**config.mk**
```make
export PLATFORM = sky130hd
export DESIGN_NAME = mdhcr_top
export DESIGN_NICKNAME = d
export VERILOG_FILES = /design/src/verilog/mdhcr_pkg.sv /design/src/verilog/mdhcr_top.sv /design/src/verilog/mdhcr_pin_sync.sv
export SDC_FILE = /design/constraint.sdc
export NUM_CORES = 1
export LEC_CHECK = 0
export BUFFER_PORTS_ARGS = -buffer_cell sky130_fd_sc_hd__buf_2
export CAP_MARGIN = 30
export CORE_UTILIZATION = 30
export CTS_CLUSTER_SIZE = 24
export DETAILED_ROUTE_END_ITERATION = 8
export PLACE_DENSITY = 0.46
export REMOVE_ABC_BUFFERS = 1
export SLEW_MARGIN = 20
export SYNTH_ARGS = -nofsm -noshare
export SYNTH_HDL_FRONTEND = slang
export SYNTH_SLANG_ARGS = --single-unit
```
**constraint.sdc**
```tcl
create_clock -name sys_clk_i -period 3.01 [get_ports sys_clk_i]
set_input_delay 0.602 -clock sys_clk_i [delete_from_list [all_inputs] [get_ports sys_clk_i]]
set_output_delay 0.602 -clock sys_clk_i [all_outputs]
set_load 0.03 [all_outputs]
```
**src/verilog/mdhcr_pkg.sv**
```systemverilog
// constants and types shared by the motor drive host control register bank
package mdhcr_pkg;
    // target address on the two-wire port, arbitrary value
    localparam logic [6:0] TARGET_ADDR = 7'h2a;
    // register offsets
    localparam logic [7:0] REG_SPEED_LOW = 8'h00;
    localparam logic [7:0] REG_SPEED_HIGH = 8'h01;
    localparam logic [7:0] REG_UNLOCK = 8'h02;
    localparam logic [7:0] REG_NV_CTRL = 8'h03;
    localparam logic [7:0] REG_STATUS = 8'h10;
    // field positions
    localparam int SPEED_W = 9;
    localparam int HOST_SPEED_SELECT_BIT = 7;
    localparam int SP_MSB_BIT = 0;
    localparam int INHIBIT_BIT = 7;
    localparam int CFG_WR_BIT = 6;
    localparam int RELOAD_BIT = 5;
    localparam int PROGRAM_BIT = 4;
    localparam int THERMAL_BIT = 7;
    localparam int LOWPWR_BIT = 6;
    localparam int PHASE_OVERCURRENT_FLAG_BIT = 5;
    localparam int STALL_BIT = 4;
    // values
    localparam logic [7:0] UNLOCK_KEY = 8'hb6;
    localparam logic [7:0] BYTE_ZERO = 8'h00;
    localparam logic [8:0] SETPOINT_RST = 9'h000;
    localparam logic [7:0] PTR_RST = 8'h00;
    localparam logic [3:0] BITS_PER_BYTE = 4'h8;
    localparam logic [3:0] LAST_TX_FALL = 4'h7;
    localparam logic [3:0] CNT_ZERO = 4'h0;
    localparam logic [3:0] CNT_ONE = 4'h1;
    localparam logic PIN_IDLE = 1'b1;
    localparam logic SDA_DRIVE_LEVEL = 1'b0;
    // two-wire target states, gray along address, write and read paths
    typedef enum logic [2:0] {
        ST_IDLE = 3'b000,
        ST_ADDR = 3'b001,
        ST_ADDR_ACK = 3'b011,
        ST_RX = 3'b010,
        ST_RX_ACK = 3'b110,
        ST_TX = 3'b111,
        ST_TX_ACK = 3'b101
    } mdhcr_state_e;
endpackage : mdhcr_pkg

```
**src/verilog/mdhcr_top.sv**
```systemverilog
// host control and status register bank of a motor driver behind a two-wire target port
module mdhcr_top (
    input wire logic sys_clk_i,
    input wire logic resetn_i,
    input wire logic scl_i,
    input wire logic sda_i,
    output logic sda_o,
    output logic sda_oe_o,
    input wire logic [mdhcr_pkg::SPEED_W-1:0] speed_pin_cmd_i,
    input wire logic thermal_fault_i,
    input wire logic lowpower_state_i,
    input wire logic phase_overcurrent_i,
    input wire logic rotor_stall_i,
    input wire logic lowpower_request_i,
    output logic [mdhcr_pkg::SPEED_W-1:0] speed_command_o,
    output logic host_speed_select_o,
    output logic lowpower_enter_o,
    output logic config_write_enable_o,
    output logic nvm_reload_o,
    output logic nvm_program_o
);
    import mdhcr_pkg::*;

    ////////////////////////////////////////////////////////////////
    // pin synchronisers
    logic scl_lvl;
    logic scl_rise;
    logic scl_fall;
    logic sda_lvl;
    logic sda_rise;
    logic sda_fall;
    mdhcr_pin_sync #(
        .IDLE_LEVEL(PIN_IDLE)
    ) u_scl_sync (
        .sys_clk_i(sys_clk_i),
        .resetn_i(resetn_i),
        .pin_i(scl_i),
        .level_o(scl_lvl),
        .rise_o(scl_rise),
        .fall_o(scl_fall)
    );
    mdhcr_pin_sync #(
        .IDLE_LEVEL(PIN_IDLE)
    ) u_sda_sync (
        .sys_clk_i(sys_clk_i),
        .resetn_i(resetn_i),
        .pin_i(sda_i),
        .level_o(sda_lvl),
        .rise_o(sda_rise),
        .fall_o(sda_fall)
    );
    ////////////////////////////////////////////////////////////////
    // state
    mdhcr_state_e state_r;
    mdhcr_state_e state_nxt;
    logic [3:0] cnt_r;
    logic [3:0] cnt_nxt;
    logic [7:0] shift_r;
    logic [7:0] shift_nxt;
    logic [7:0] tx_r;
    logic [7:0] tx_nxt;
    logic rw_r;
    logic rw_nxt;
    logic nack_r;
    logic nack_nxt;
    logic sda_oe_r;
    logic sda_oe_nxt;
    logic got_ptr_r;
    logic [7:0] ptr_r;
    logic [7:0] sp_low_r;
    logic sp_msb_r;
    logic host_speed_select_r;
    logic [SPEED_W-1:0] setpoint_r;
    logic [7:0] key_r;
    logic inhibit_r;
    logic cfg_wr_r;
    logic phase_overcurrent_flag_r;
    logic reload_r;
    logic program_r;
    logic [SPEED_W-1:0] speed_cmd_r;
    logic lowpower_enter_r;
    ////////////////////////////////////////////////////////////////
    // bus framing and strobes
    logic start_det;
    logic stop_det;
    logic byte_done;
    logic wr_ptr;
    logic wr_reg;
    logic tx_load;
    logic rd_status;
    logic [7:0] wr_data;
    assign start_det = scl_lvl & sda_fall;
    assign stop_det = scl_lvl & sda_rise;
    assign byte_done = (state_r == ST_RX) & scl_fall & (cnt_r == BITS_PER_BYTE);
    assign wr_ptr = byte_done & ~got_ptr_r;
    assign wr_reg = byte_done & got_ptr_r;
    assign wr_data = shift_r;
    assign tx_load = scl_fall & (((state_r == ST_ADDR_ACK) & rw_r) | ((state_r == ST_TX_ACK) & ~nack_r));
    assign rd_status = tx_load & (ptr_r == REG_STATUS);
    ////////////////////////////////////////////////////////////////
    // register decode
    logic wr_speed_low;
    logic wr_speed_high;
    logic wr_unlock;
    logic wr_nv_ctrl;
    logic key_armed;
    assign wr_speed_low = wr_reg & (ptr_r == REG_SPEED_LOW);
    assign wr_speed_high = wr_reg & (ptr_r == REG_SPEED_HIGH);
    assign wr_unlock = wr_reg & (ptr_r == REG_UNLOCK);
    assign wr_nv_ctrl = wr_reg & (ptr_r == REG_NV_CTRL);
    assign key_armed = (key_r == UNLOCK_KEY);
    ////////////////////////////////////////////////////////////////
    // read data
    logic [7:0] rd_speed_low;
    logic [7:0] rd_speed_high;
    logic [7:0] rd_nv_ctrl;
    logic [7:0] rd_status_byte;
    logic [7:0] rd_data;
    always_comb begin
        rd_speed_high = BYTE_ZERO;
        rd_speed_high[HOST_SPEED_SELECT_BIT] = host_speed_select_r;
        rd_speed_high[SP_MSB_BIT] = sp_msb_r;
        rd_nv_ctrl = BYTE_ZERO;
        rd_nv_ctrl[INHIBIT_BIT] = inhibit_r;
        rd_nv_ctrl[CFG_WR_BIT] = cfg_wr_r;
        rd_status_byte = BYTE_ZERO;
        rd_status_byte[THERMAL_BIT] = thermal_fault_i;
        rd_status_byte[LOWPWR_BIT] = lowpower_state_i;
        rd_status_byte[PHASE_OVERCURRENT_FLAG_BIT] = phase_overcurrent_flag_r;
        rd_status_byte[STALL_BIT] = rotor_stall_i;
    end
    assign rd_speed_low = sp_low_r;
    assign rd_data = (ptr_r == REG_SPEED_LOW) ? rd_speed_low :
                     (ptr_r == REG_SPEED_HIGH) ? rd_speed_high :
                     (ptr_r == REG_UNLOCK) ? key_r :
                     (ptr_r == REG_NV_CTRL) ? rd_nv_ctrl :
                     (ptr_r == REG_STATUS) ? rd_status_byte : BYTE_ZERO;
    ////////////////////////////////////////////////////////////////
    // two-wire target sequencing
    always_comb begin
        state_nxt = state_r;
        cnt_nxt = cnt_r;
        shift_nxt = shift_r;
        tx_nxt = tx_r;
        rw_nxt = rw_r;
        nack_nxt = nack_r;
        sda_oe_nxt = sda_oe_r;
        if (stop_det) begin
            state_nxt = ST_IDLE;
            sda_oe_nxt = 1'b0;
        end else if (start_det) begin
            // a repeated start keeps the pointer for a combined read
            state_nxt = ST_ADDR;
            cnt_nxt = CNT_ZERO;
            sda_oe_nxt = 1'b0;
        end else begin
            case (state_r)
                ST_IDLE: begin
                    sda_oe_nxt = 1'b0;
                end
                ST_ADDR: begin
                    if (scl_rise) begin
                        shift_nxt = {shift_r[6:0], sda_lvl};
                        cnt_nxt = cnt_r + CNT_ONE;
                    end else if (scl_fall && cnt_r == BITS_PER_BYTE) begin
                        if (shift_r[7:1] == TARGET_ADDR) begin
                            state_nxt = ST_ADDR_ACK;
                            rw_nxt = shift_r[0];
                            sda_oe_nxt = 1'b1;
                        end else begin
                            state_nxt = ST_IDLE;
                        end
                    end
                end
                ST_ADDR_ACK: begin
                    if (scl_fall) begin
                        cnt_nxt = CNT_ZERO;
                        if (rw_r) begin
                            state_nxt = ST_TX;
                            tx_nxt = rd_data;
                            sda_oe_nxt = ~rd_data[7];
                        end else begin
                            state_nxt = ST_RX;
                            sda_oe_nxt = 1'b0;
                        end
                    end
                end
                ST_RX: begin
                    if (scl_rise) begin
                        shift_nxt = {shift_r[6:0], sda_lvl};
                        cnt_nxt = cnt_r + CNT_ONE;
                    end else if (scl_fall && cnt_r == BITS_PER_BYTE) begin
                        state_nxt = ST_RX_ACK;
                        sda_oe_nxt = 1'b1;
                    end
                end
                ST_RX_ACK: begin
                    if (scl_fall) begin
                        state_nxt = ST_RX;
                        cnt_nxt = CNT_ZERO;
                        sda_oe_nxt = 1'b0;
                    end
                end
                ST_TX: begin
                    if (scl_fall) begin
                        if (cnt_r == LAST_TX_FALL) begin
                            state_nxt = ST_TX_ACK;
                            sda_oe_nxt = 1'b0;
                        end else begin
                            tx_nxt = {tx_r[6:0], 1'b0};
                            sda_oe_nxt = ~tx_r[6];
                            cnt_nxt = cnt_r + CNT_ONE;
                        end
                    end
                end
                ST_TX_ACK: begin
                    if (scl_rise) begin
                        nack_nxt = sda_lvl;
                    end else if (scl_fall) begin
                        cnt_nxt = CNT_ZERO;
                        if (nack_r) begin
                            state_nxt = ST_IDLE;
                        end else begin
                            state_nxt = ST_TX;
                            tx_nxt = rd_data;
                            sda_oe_nxt = ~rd_data[7];
                        end
                    end
                end
                default: begin
                    state_nxt = ST_IDLE;
                    sda_oe_nxt = 1'b0;
                end
            endcase
        end
    end

    always_ff @(posedge sys_clk_i or negedge resetn_i) begin
        if (!resetn_i) begin
            state_r <= ST_IDLE;
            cnt_r <= CNT_ZERO;
            shift_r <= BYTE_ZERO;
            tx_r <= BYTE_ZERO;
            rw_r <= 1'b0;
            nack_r <= 1'b0;
            sda_oe_r <= 1'b0;
        end else begin
            state_r <= state_nxt;
            cnt_r <= cnt_nxt;
            shift_r <= shift_nxt;
            tx_r <= tx_nxt;
            rw_r <= rw_nxt;
            nack_r <= nack_nxt;
            sda_oe_r <= sda_oe_nxt;
        end
    end

    ////////////////////////////////////////////////////////////////
    // register pointer, auto-increments per data byte
    logic got_ptr_nxt;
    logic [7:0] ptr_nxt;
    assign got_ptr_nxt = start_det ? 1'b0 : (got_ptr_r | wr_ptr);
    assign ptr_nxt = wr_ptr ? wr_data : ((wr_reg | tx_load) ? ptr_r + 8'h01 : ptr_r);

    always_ff @(posedge sys_clk_i or negedge resetn_i) begin
        if (!resetn_i) begin
            got_ptr_r <= 1'b0;
            ptr_r <= PTR_RST;
        end else begin
            got_ptr_r <= got_ptr_nxt;
            ptr_r <= ptr_nxt;
        end
    end

    ////////////////////////////////////////////////////////////////
    // speed setpoint
    logic [7:0] sp_low_nxt;
    logic sp_msb_nxt;
    logic host_speed_select_nxt;
    logic [SPEED_W-1:0] setpoint_nxt;
    logic [SPEED_W-1:0] speed_cmd_nxt;
    assign sp_low_nxt = wr_speed_low ? wr_data : sp_low_r;
    assign sp_msb_nxt = wr_speed_high ? wr_data[SP_MSB_BIT] : sp_msb_r;
    assign host_speed_select_nxt = wr_speed_high ? wr_data[HOST_SPEED_SELECT_BIT] : host_speed_select_r;
    // msb alone never moves the motor; it waits for the low byte
    assign setpoint_nxt = wr_speed_low ? {sp_msb_r, wr_data} : setpoint_r;
    assign speed_cmd_nxt = host_speed_select_r ? setpoint_r : speed_pin_cmd_i;

    always_ff @(posedge sys_clk_i or negedge resetn_i) begin
        if (!resetn_i) begin
            sp_low_r <= BYTE_ZERO;
            sp_msb_r <= 1'b0;
            host_speed_select_r <= 1'b0;
            setpoint_r <= SETPOINT_RST;
            speed_cmd_r <= SETPOINT_RST;
        end else begin
            sp_low_r <= sp_low_nxt;
            sp_msb_r <= sp_msb_nxt;
            host_speed_select_r <= host_speed_select_nxt;
            setpoint_r <= setpoint_nxt;
            speed_cmd_r <= speed_cmd_nxt;
        end
    end

    ////////////////////////////////////////////////////////////////
    // unlock key and nonvolatile control
    logic [7:0] key_nxt;
    logic inhibit_nxt;
    logic cfg_wr_nxt;
    logic reload_nxt;
    logic program_nxt;
    logic phase_overcurrent_flag_nxt;
    // any register write other than the key itself consumes the key
    assign key_nxt = wr_unlock ? wr_data : (wr_reg ? BYTE_ZERO : key_r);
    assign inhibit_nxt = wr_nv_ctrl ? wr_data[INHIBIT_BIT] : inhibit_r;
    assign cfg_wr_nxt = wr_nv_ctrl ? wr_data[CFG_WR_BIT] : cfg_wr_r;
    assign reload_nxt = wr_nv_ctrl & wr_data[RELOAD_BIT];
    assign program_nxt = wr_nv_ctrl & wr_data[PROGRAM_BIT] & key_armed;
    // a new overcurrent in the reading cycle survives the clear
    assign phase_overcurrent_flag_nxt = phase_overcurrent_i | (phase_overcurrent_flag_r & ~rd_status);
    always_ff @(posedge sys_clk_i or negedge resetn_i) begin
        if (!resetn_i) begin
            key_r <= BYTE_ZERO;
            inhibit_r <= 1'b0;
            cfg_wr_r <= 1'b0;
            reload_r <= 1'b0;
            program_r <= 1'b0;
            phase_overcurrent_flag_r <= 1'b0;
            lowpower_enter_r <= 1'b0;
        end else begin
            key_r <= key_nxt;
            inhibit_r <= inhibit_nxt;
            cfg_wr_r <= cfg_wr_nxt;
            reload_r <= reload_nxt;
            program_r <= program_nxt;
            phase_overcurrent_flag_r <= phase_overcurrent_flag_nxt;
            lowpower_enter_r <= lowpower_request_i & ~inhibit_r;
        end
    end

    ////////////////////////////////////////////////////////////////
    // outputs
    assign sda_o = SDA_DRIVE_LEVEL;
    assign sda_oe_o = sda_oe_r;
    assign speed_command_o = speed_cmd_r;
    assign host_speed_select_o = host_speed_select_r;
    assign lowpower_enter_o = lowpower_enter_r;
    assign config_write_enable_o = cfg_wr_r;
    assign nvm_reload_o = reload_r;
    assign nvm_program_o = program_r;
endmodule : mdhcr_top

```
**src/verilog/mdhcr_pin_sync.sv**
```systemverilog
// three-stage pin synchroniser with agreement filter and edge pulses
module mdhcr_pin_sync #(
    parameter logic IDLE_LEVEL = 1'b1
) (
    input wire logic sys_clk_i,
    input wire logic resetn_i,
    input wire logic pin_i,
    output logic level_o,
    output logic rise_o,
    output logic fall_o
);
    logic s1_r;
    logic s2_r;
    logic s3_r;
    logic level_r;
    logic rise_r;
    logic fall_r;
    logic agree;
    logic level_nxt;

    ////////////////////////////////////////////////////////////////
    // a change counts only once the second and third stages agree
    assign agree = (s2_r == s3_r);
    assign level_nxt = agree ? s3_r : level_r;

    always_ff @(posedge sys_clk_i or negedge resetn_i) begin
        if (!resetn_i) begin
            s1_r <= IDLE_LEVEL;
            s2_r <= IDLE_LEVEL;
            s3_r <= IDLE_LEVEL;
            level_r <= IDLE_LEVEL;
            rise_r <= 1'b0;
            fall_r <= 1'b0;
        end else begin
            s1_r <= pin_i;
            s2_r <= s1_r;
            s3_r <= s2_r;
            level_r <= level_nxt;
            rise_r <= level_nxt & ~level_r;
            fall_r <= ~level_nxt & level_r;
        end
    end

    assign level_o = level_r;
    assign rise_o = rise_r;
    assign fall_o = fall_r;
endmodule : mdhcr_pin_sync

```
==> metrics.txt <==
# TYPE chip_impl_metric gauge
chip_impl_metric{name="fin_area",unit="um^2"} 4620
chip_impl_info{name="worstSetupPathType",value="register to register"} 1
chip_impl_metric{name="achievable-frequency",unit="MHz"} 403
chip_impl_metric{name="cts_resized",unit=""} 0
chip_impl_metric{name="chipHeight",unit="um"} 116
chip_impl_metric{name="portBuffers",unit=""} 32
chip_impl_info{name="clock_tree.root_cell",value="sky130_fd_sc_hd__clkbuf_16"} 1
chip_impl_metric{name="vias",unit=""} 2875
chip_impl_metric{name="final_worst_path_period_need",unit="ns"} 2.48
chip_impl_metric{name="route.detailed.drc",unit=""} 0
chip_impl_metric{name="leakage",unit="nW"} 2.02
chip_impl_metric{name="groute.usage.overall",unit="%"} 15.3
chip_impl_metric{name="placed_area",unit="um^2"} 4300
chip_impl_metric{name="drt_wl_total",unit="um"} 9260
chip_impl_metric{name="synth.cell_area",unit="um^2"} 3930
chip_impl_metric{name="grt_antenna_before_repair",unit=""} 0
chip_impl_metric{name="finalSetupTns",unit="ns"} 0
chip_impl_metric{name="gp_congestion",unit=""} 0.784
chip_impl_metric{name="report.final.hold_viol_count",unit=""} 0
chip_impl_metric{name="async_flop_share",unit="%"} 100
chip_impl_metric{name="cp_data_arrival_time",unit="ns"} 2.71
chip_impl_info{name="timing.critical_path.to_type",value="register"} 1
chip_impl_metric{name="die_area",unit="um^2"} 13600
chip_impl_metric{name="cp_data_required_time",unit="ns"} 3.24
chip_impl_metric{name="firstDrtPassIters",unit=""} 4
chip_impl_metric{name="powerDensity",unit="nW/um^2"} 726
chip_impl_metric{name="synth_area_per_cell",unit="um^2"} 10.8
chip_impl_metric{name="insertedDiodeCount",unit=""} 0
chip_impl_metric{name="synth-seq-cells",unit=""} 80
chip_impl_info{name="rsz0062_at_grt",value="no"} 1
chip_impl_info{name="status",value="completed"} 1
chip_impl_metric{name="synth_edf_count",unit=""} 0
chip_impl_info{name="post_synth_main_area_contributors",value="sky130_fd_sc_hd__dfrtp_1 46%, sky130_fd_sc_hd__mux2_2 8.9%, sky130_fd_sc_hd__dfstp_2 5.3%, sky130_fd_sc_hd__a21oi_1 3.3%, sky130_fd_sc_hd__nand2_1 3.1%"} 1
chip_impl_metric{name="tightest_hold_margin",unit="ns"} 0.251
chip_impl_metric{name="post_cts_setup_buffer_count",unit=""} 0
chip_impl_metric{name="slew_limit_headroom",unit="%"} 39.1
chip_impl_metric{name="place_worst_setup_slack",unit="ns"} 0.531
chip_impl_metric{name="clk-insertion-delay-late",unit="ns"} 0.35
chip_impl_metric{name="synth.yosys.warnings",unit=""} 0
chip_impl_metric{name="cts-buffers-inserted",unit=""} 9
chip_impl_metric{name="layout_worst_path_cycle_share",unit="%"} 82.5
chip_impl_metric{name="synth.distinct_cells",unit=""} 57
chip_impl_metric{name="total_of_max_cap_violations",unit=""} 0
chip_impl_metric{name="finalSetupViolCount",unit=""} 0
chip_impl_metric{name="final_nets",unit=""} 422
chip_impl_metric{name="synth_top_area_share",unit="%"} 45.8
chip_impl_metric{name="worst_pin_slew",unit="ns"} 0.913
chip_impl_metric{name="start_util",unit="%"} 30.9
chip_impl_metric{name="via_per_inst",unit=""} 5.00
chip_impl_metric{name="via_count_of_the_first_global_routing_pass",unit=""} 2836
chip_impl_metric{name="design.core.area",unit="um^2"} 12700
chip_impl_metric{name="route.antenna.remaining_nets",unit=""} 0
chip_impl_metric{name="area.growth.synth_to_final",unit="%"} 17.4
chip_impl_metric{name="drive_gt1_share",unit="%"} 26.3
chip_impl_info{name="min_delay_path_class",value="input port to async pin"} 1
chip_impl_info{name="leading_register_cell_type_out_of_synthesis",value="sky130_fd_sc_hd__dfrtp_1"} 1
chip_impl_metric{name="total_area_of_sequential_cells",unit="um^2"} 2010
chip_impl_metric{name="filler_cell_count",unit=""} 1333
chip_impl_metric{name="cts-htree-levels",unit=""} 3
chip_impl_info{name="cts_tree",value="done"} 1
chip_impl_metric{name="synth.yosys.seq_area_share",unit="%"} 51.2
chip_impl_metric{name="multi_input_comb_area",unit="um^2"} 1790
chip_impl_metric{name="placement_rows",unit=""} 41
chip_impl_metric{name="cts_buffer_depth",unit=""} 2
chip_impl_metric{name="slew_viol_final",unit=""} 0
chip_impl_metric{name="post_synth_inst_count",unit=""} 365
chip_impl_metric{name="worst_ir_drop_vdd",unit="mV"} 0.252
chip_impl_info{name="start_kind",value="register"} 1
chip_impl_metric{name="fp.dieW",unit="um"} 116
chip_impl_metric{name="routed_wire_length_per_instance",unit="um"} 16.1
chip_impl_metric{name="setup_ws",unit="ns"} 0.527
chip_impl_metric{name="finalClockSkew",unit="ns"} 0.00922
chip_impl_metric{name="timing.critical_path.fanout_max",unit=""} 9
chip_impl_metric{name="worst_setup_hold_path_clk_slew",unit="ns"} 0.06
chip_impl_metric{name="hold_buf_count_cts",unit=""} 0
chip_impl_metric{name="ios",unit=""} 34
chip_impl_metric{name="grt_overflow_total",unit=""} 0
chip_impl_metric{name="pin_count_of_the_biggest_net_entering_global_routing",unit=""} 48
chip_impl_metric{name="detail_route.iter0.violations",unit=""} 214
chip_impl_metric{name="numClockSinks",unit=""} 80
chip_impl_metric{name="dpl.hpwl",unit="um"} 6590
chip_impl_info{name="synth_top_cell_by_area",value="sky130_fd_sc_hd__dfrtp_1"} 1
chip_impl_metric{name="grt_pass1_wl",unit="um"} 15200
## registers in the layout, indices dropped and copies added, names as in the netlist, 2 cells and up
register         cells
tx_r                 7
ptr_r                8
cnt_r                4
key_r                8
speed_command_o      9
shift_r              8
state_r              3
rd_speed_low         7
setpoint_r           2
## kinds of logic (layout without fill, tap and decap cells)
group / count (synthesis) / in the layout / share of synthesized area, %
other: 1 / 1 / 0.0954
XOR/XNOR: 3 / 3 / 0.668
buffers and inverters: 33 / 71 / 3.53
adder cells (fa/ha/maj): 7 / 7 / 2.16
multiplexers: 38 / 38 / 10.7
AO/OA/AOI/OAI: 98 / 98 / 17.0
AND/OR/NAND/NOR: 105 / 105 / 14.7
flip-flops: 80 / 80 / 51.2
## synth_stat cells, types with 4 or more instances
cell and number:
sky130_fd_sc_hd__ha_1 6, sky130_fd_sc_hd__o22ai_1 4, sky130_fd_sc_hd__mux2i_1 5, sky130_fd_sc_hd__o21a_1 4, sky130_fd_sc_hd__nand3_1 8, sky130_fd_sc_hd__nor3b_1 4, sky130_fd_sc_hd__o21ai_0 13, sky130_fd_sc_hd__nor2_1 21
sky130_fd_sc_hd__clkbuf_1 9, sky130_fd_sc_hd__buf_2 6, sky130_fd_sc_hd__nand3b_1 4, sky130_fd_sc_hd__mux2_2 31, sky130_fd_sc_hd__o31ai_1 5, sky130_fd_sc_hd__a22oi_1 5, sky130_fd_sc_hd__a22o_1 10, sky130_fd_sc_hd__a21oi_1 26
sky130_fd_sc_hd__nor2b_1 4, sky130_fd_sc_hd__a221oi_1 7, sky130_fd_sc_hd__inv_1 13, sky130_fd_sc_hd__nand2b_1 4, sky130_fd_sc_hd__dfrtp_1 72, sky130_fd_sc_hd__dfstp_2 8, sky130_fd_sc_hd__nand2_1 32, sky130_fd_sc_hd__nor4_1 9
## per-layer routing
metal	up-vias	GRT usage [%]	part of all wire [%]
met5	-	0	0
met4	0	7.26	2.3
met3	16	3.58	3.2
met2	53	22.8	45
met1	1393	20.8	49
li1	1413	-	-
## final cells by class
cell class              instances  area share, %
repair buffers                 42           5.15
clock buffers                  11           5.47
well taps                     172           4.66
multi-input cells             252           38.7
clock inverters                 5           1.38
flip-flops and latches         80           43.6
inverters                      13           1.06
## worst paths after layout
kind	startpoint	end	slack, ns	cells after the start
min reg2reg	u_scl_sync.s1_r$_DFF_PN1_	u_scl_sync.s2_r$_DFF_PN1_	0.35	0
max	cnt_r[0]$_DFFE_PN0P_	rd_speed_low[4]$_DFFE_PN0P_	0.53	7
max reg2reg	cnt_r[0]$_DFFE_PN0P_	rd_speed_low[4]$_DFFE_PN0P_	0.53	7
max in group asynchronous	resetn_i	shift_r[7]$_DFFE_PN0P_	2.07	2
min in group sys_clk_i	sda_i	u_sda_sync.s1_r$_DFF_PN1_	0.35	1
min	resetn_i	speed_command_o[0]$_DFF_PN0_	0.25	1
## per-stage QoR
stage | instances | util [%] | power (mW)
finish | 575 | 36.3 | 3.35
global route | 575 | 36.3 | 3.58
CTS | 575 | 36.3 | 3.39
detailed placement | 559 | 33.8 | 2.22
global placement | 559 | 33.8 | 2.21
floorplan | 345 | - | 1.95
## critical path: stages (launching register included)
cell,delay [ns]
sky130_fd_sc_hd__dfrtp_1,0.39
sky130_fd_sc_hd__inv_1,0.10
sky130_fd_sc_hd__ha_1,0.20
sky130_fd_sc_hd__nand4b_4,0.15
sky130_fd_sc_hd__or4b_1,0.73
sky130_fd_sc_hd__nor3_4,0.30
sky130_fd_sc_hd__nand2_4,0.15
sky130_fd_sc_hd__mux2_1,0.33
## power by group
group	leakage, nW	internal, mW	switching (mW)
clock network	0.158	0.695	0.453
logic	0.832	0.349	0.468
registers	1.03	1.21	0.176
## cell usage in the layout (no fill, tap or decap), drive strengths merged, types with 3 or more instances in the layout
cell type  count
a21boi         3
a21o           3
a21oi         26
a221oi         7
a22o          10
a22oi          5
and3           3
buf           42
clkbuf        11
clkinv         3
dfrtp         72
dfstp          8
ha             6
inv           14
mux2          33
mux2i          5
nand2         33
nand2b         4
nand3          8
nand3b         4
nor2          21
nor2b          4
nor3           3
nor3b          4
nor4           9
o21a           4
o21ai         13
o22ai          4
o2bb2ai        3
o31ai          5
No activity file was read; power rests on OpenSTA's default activity.
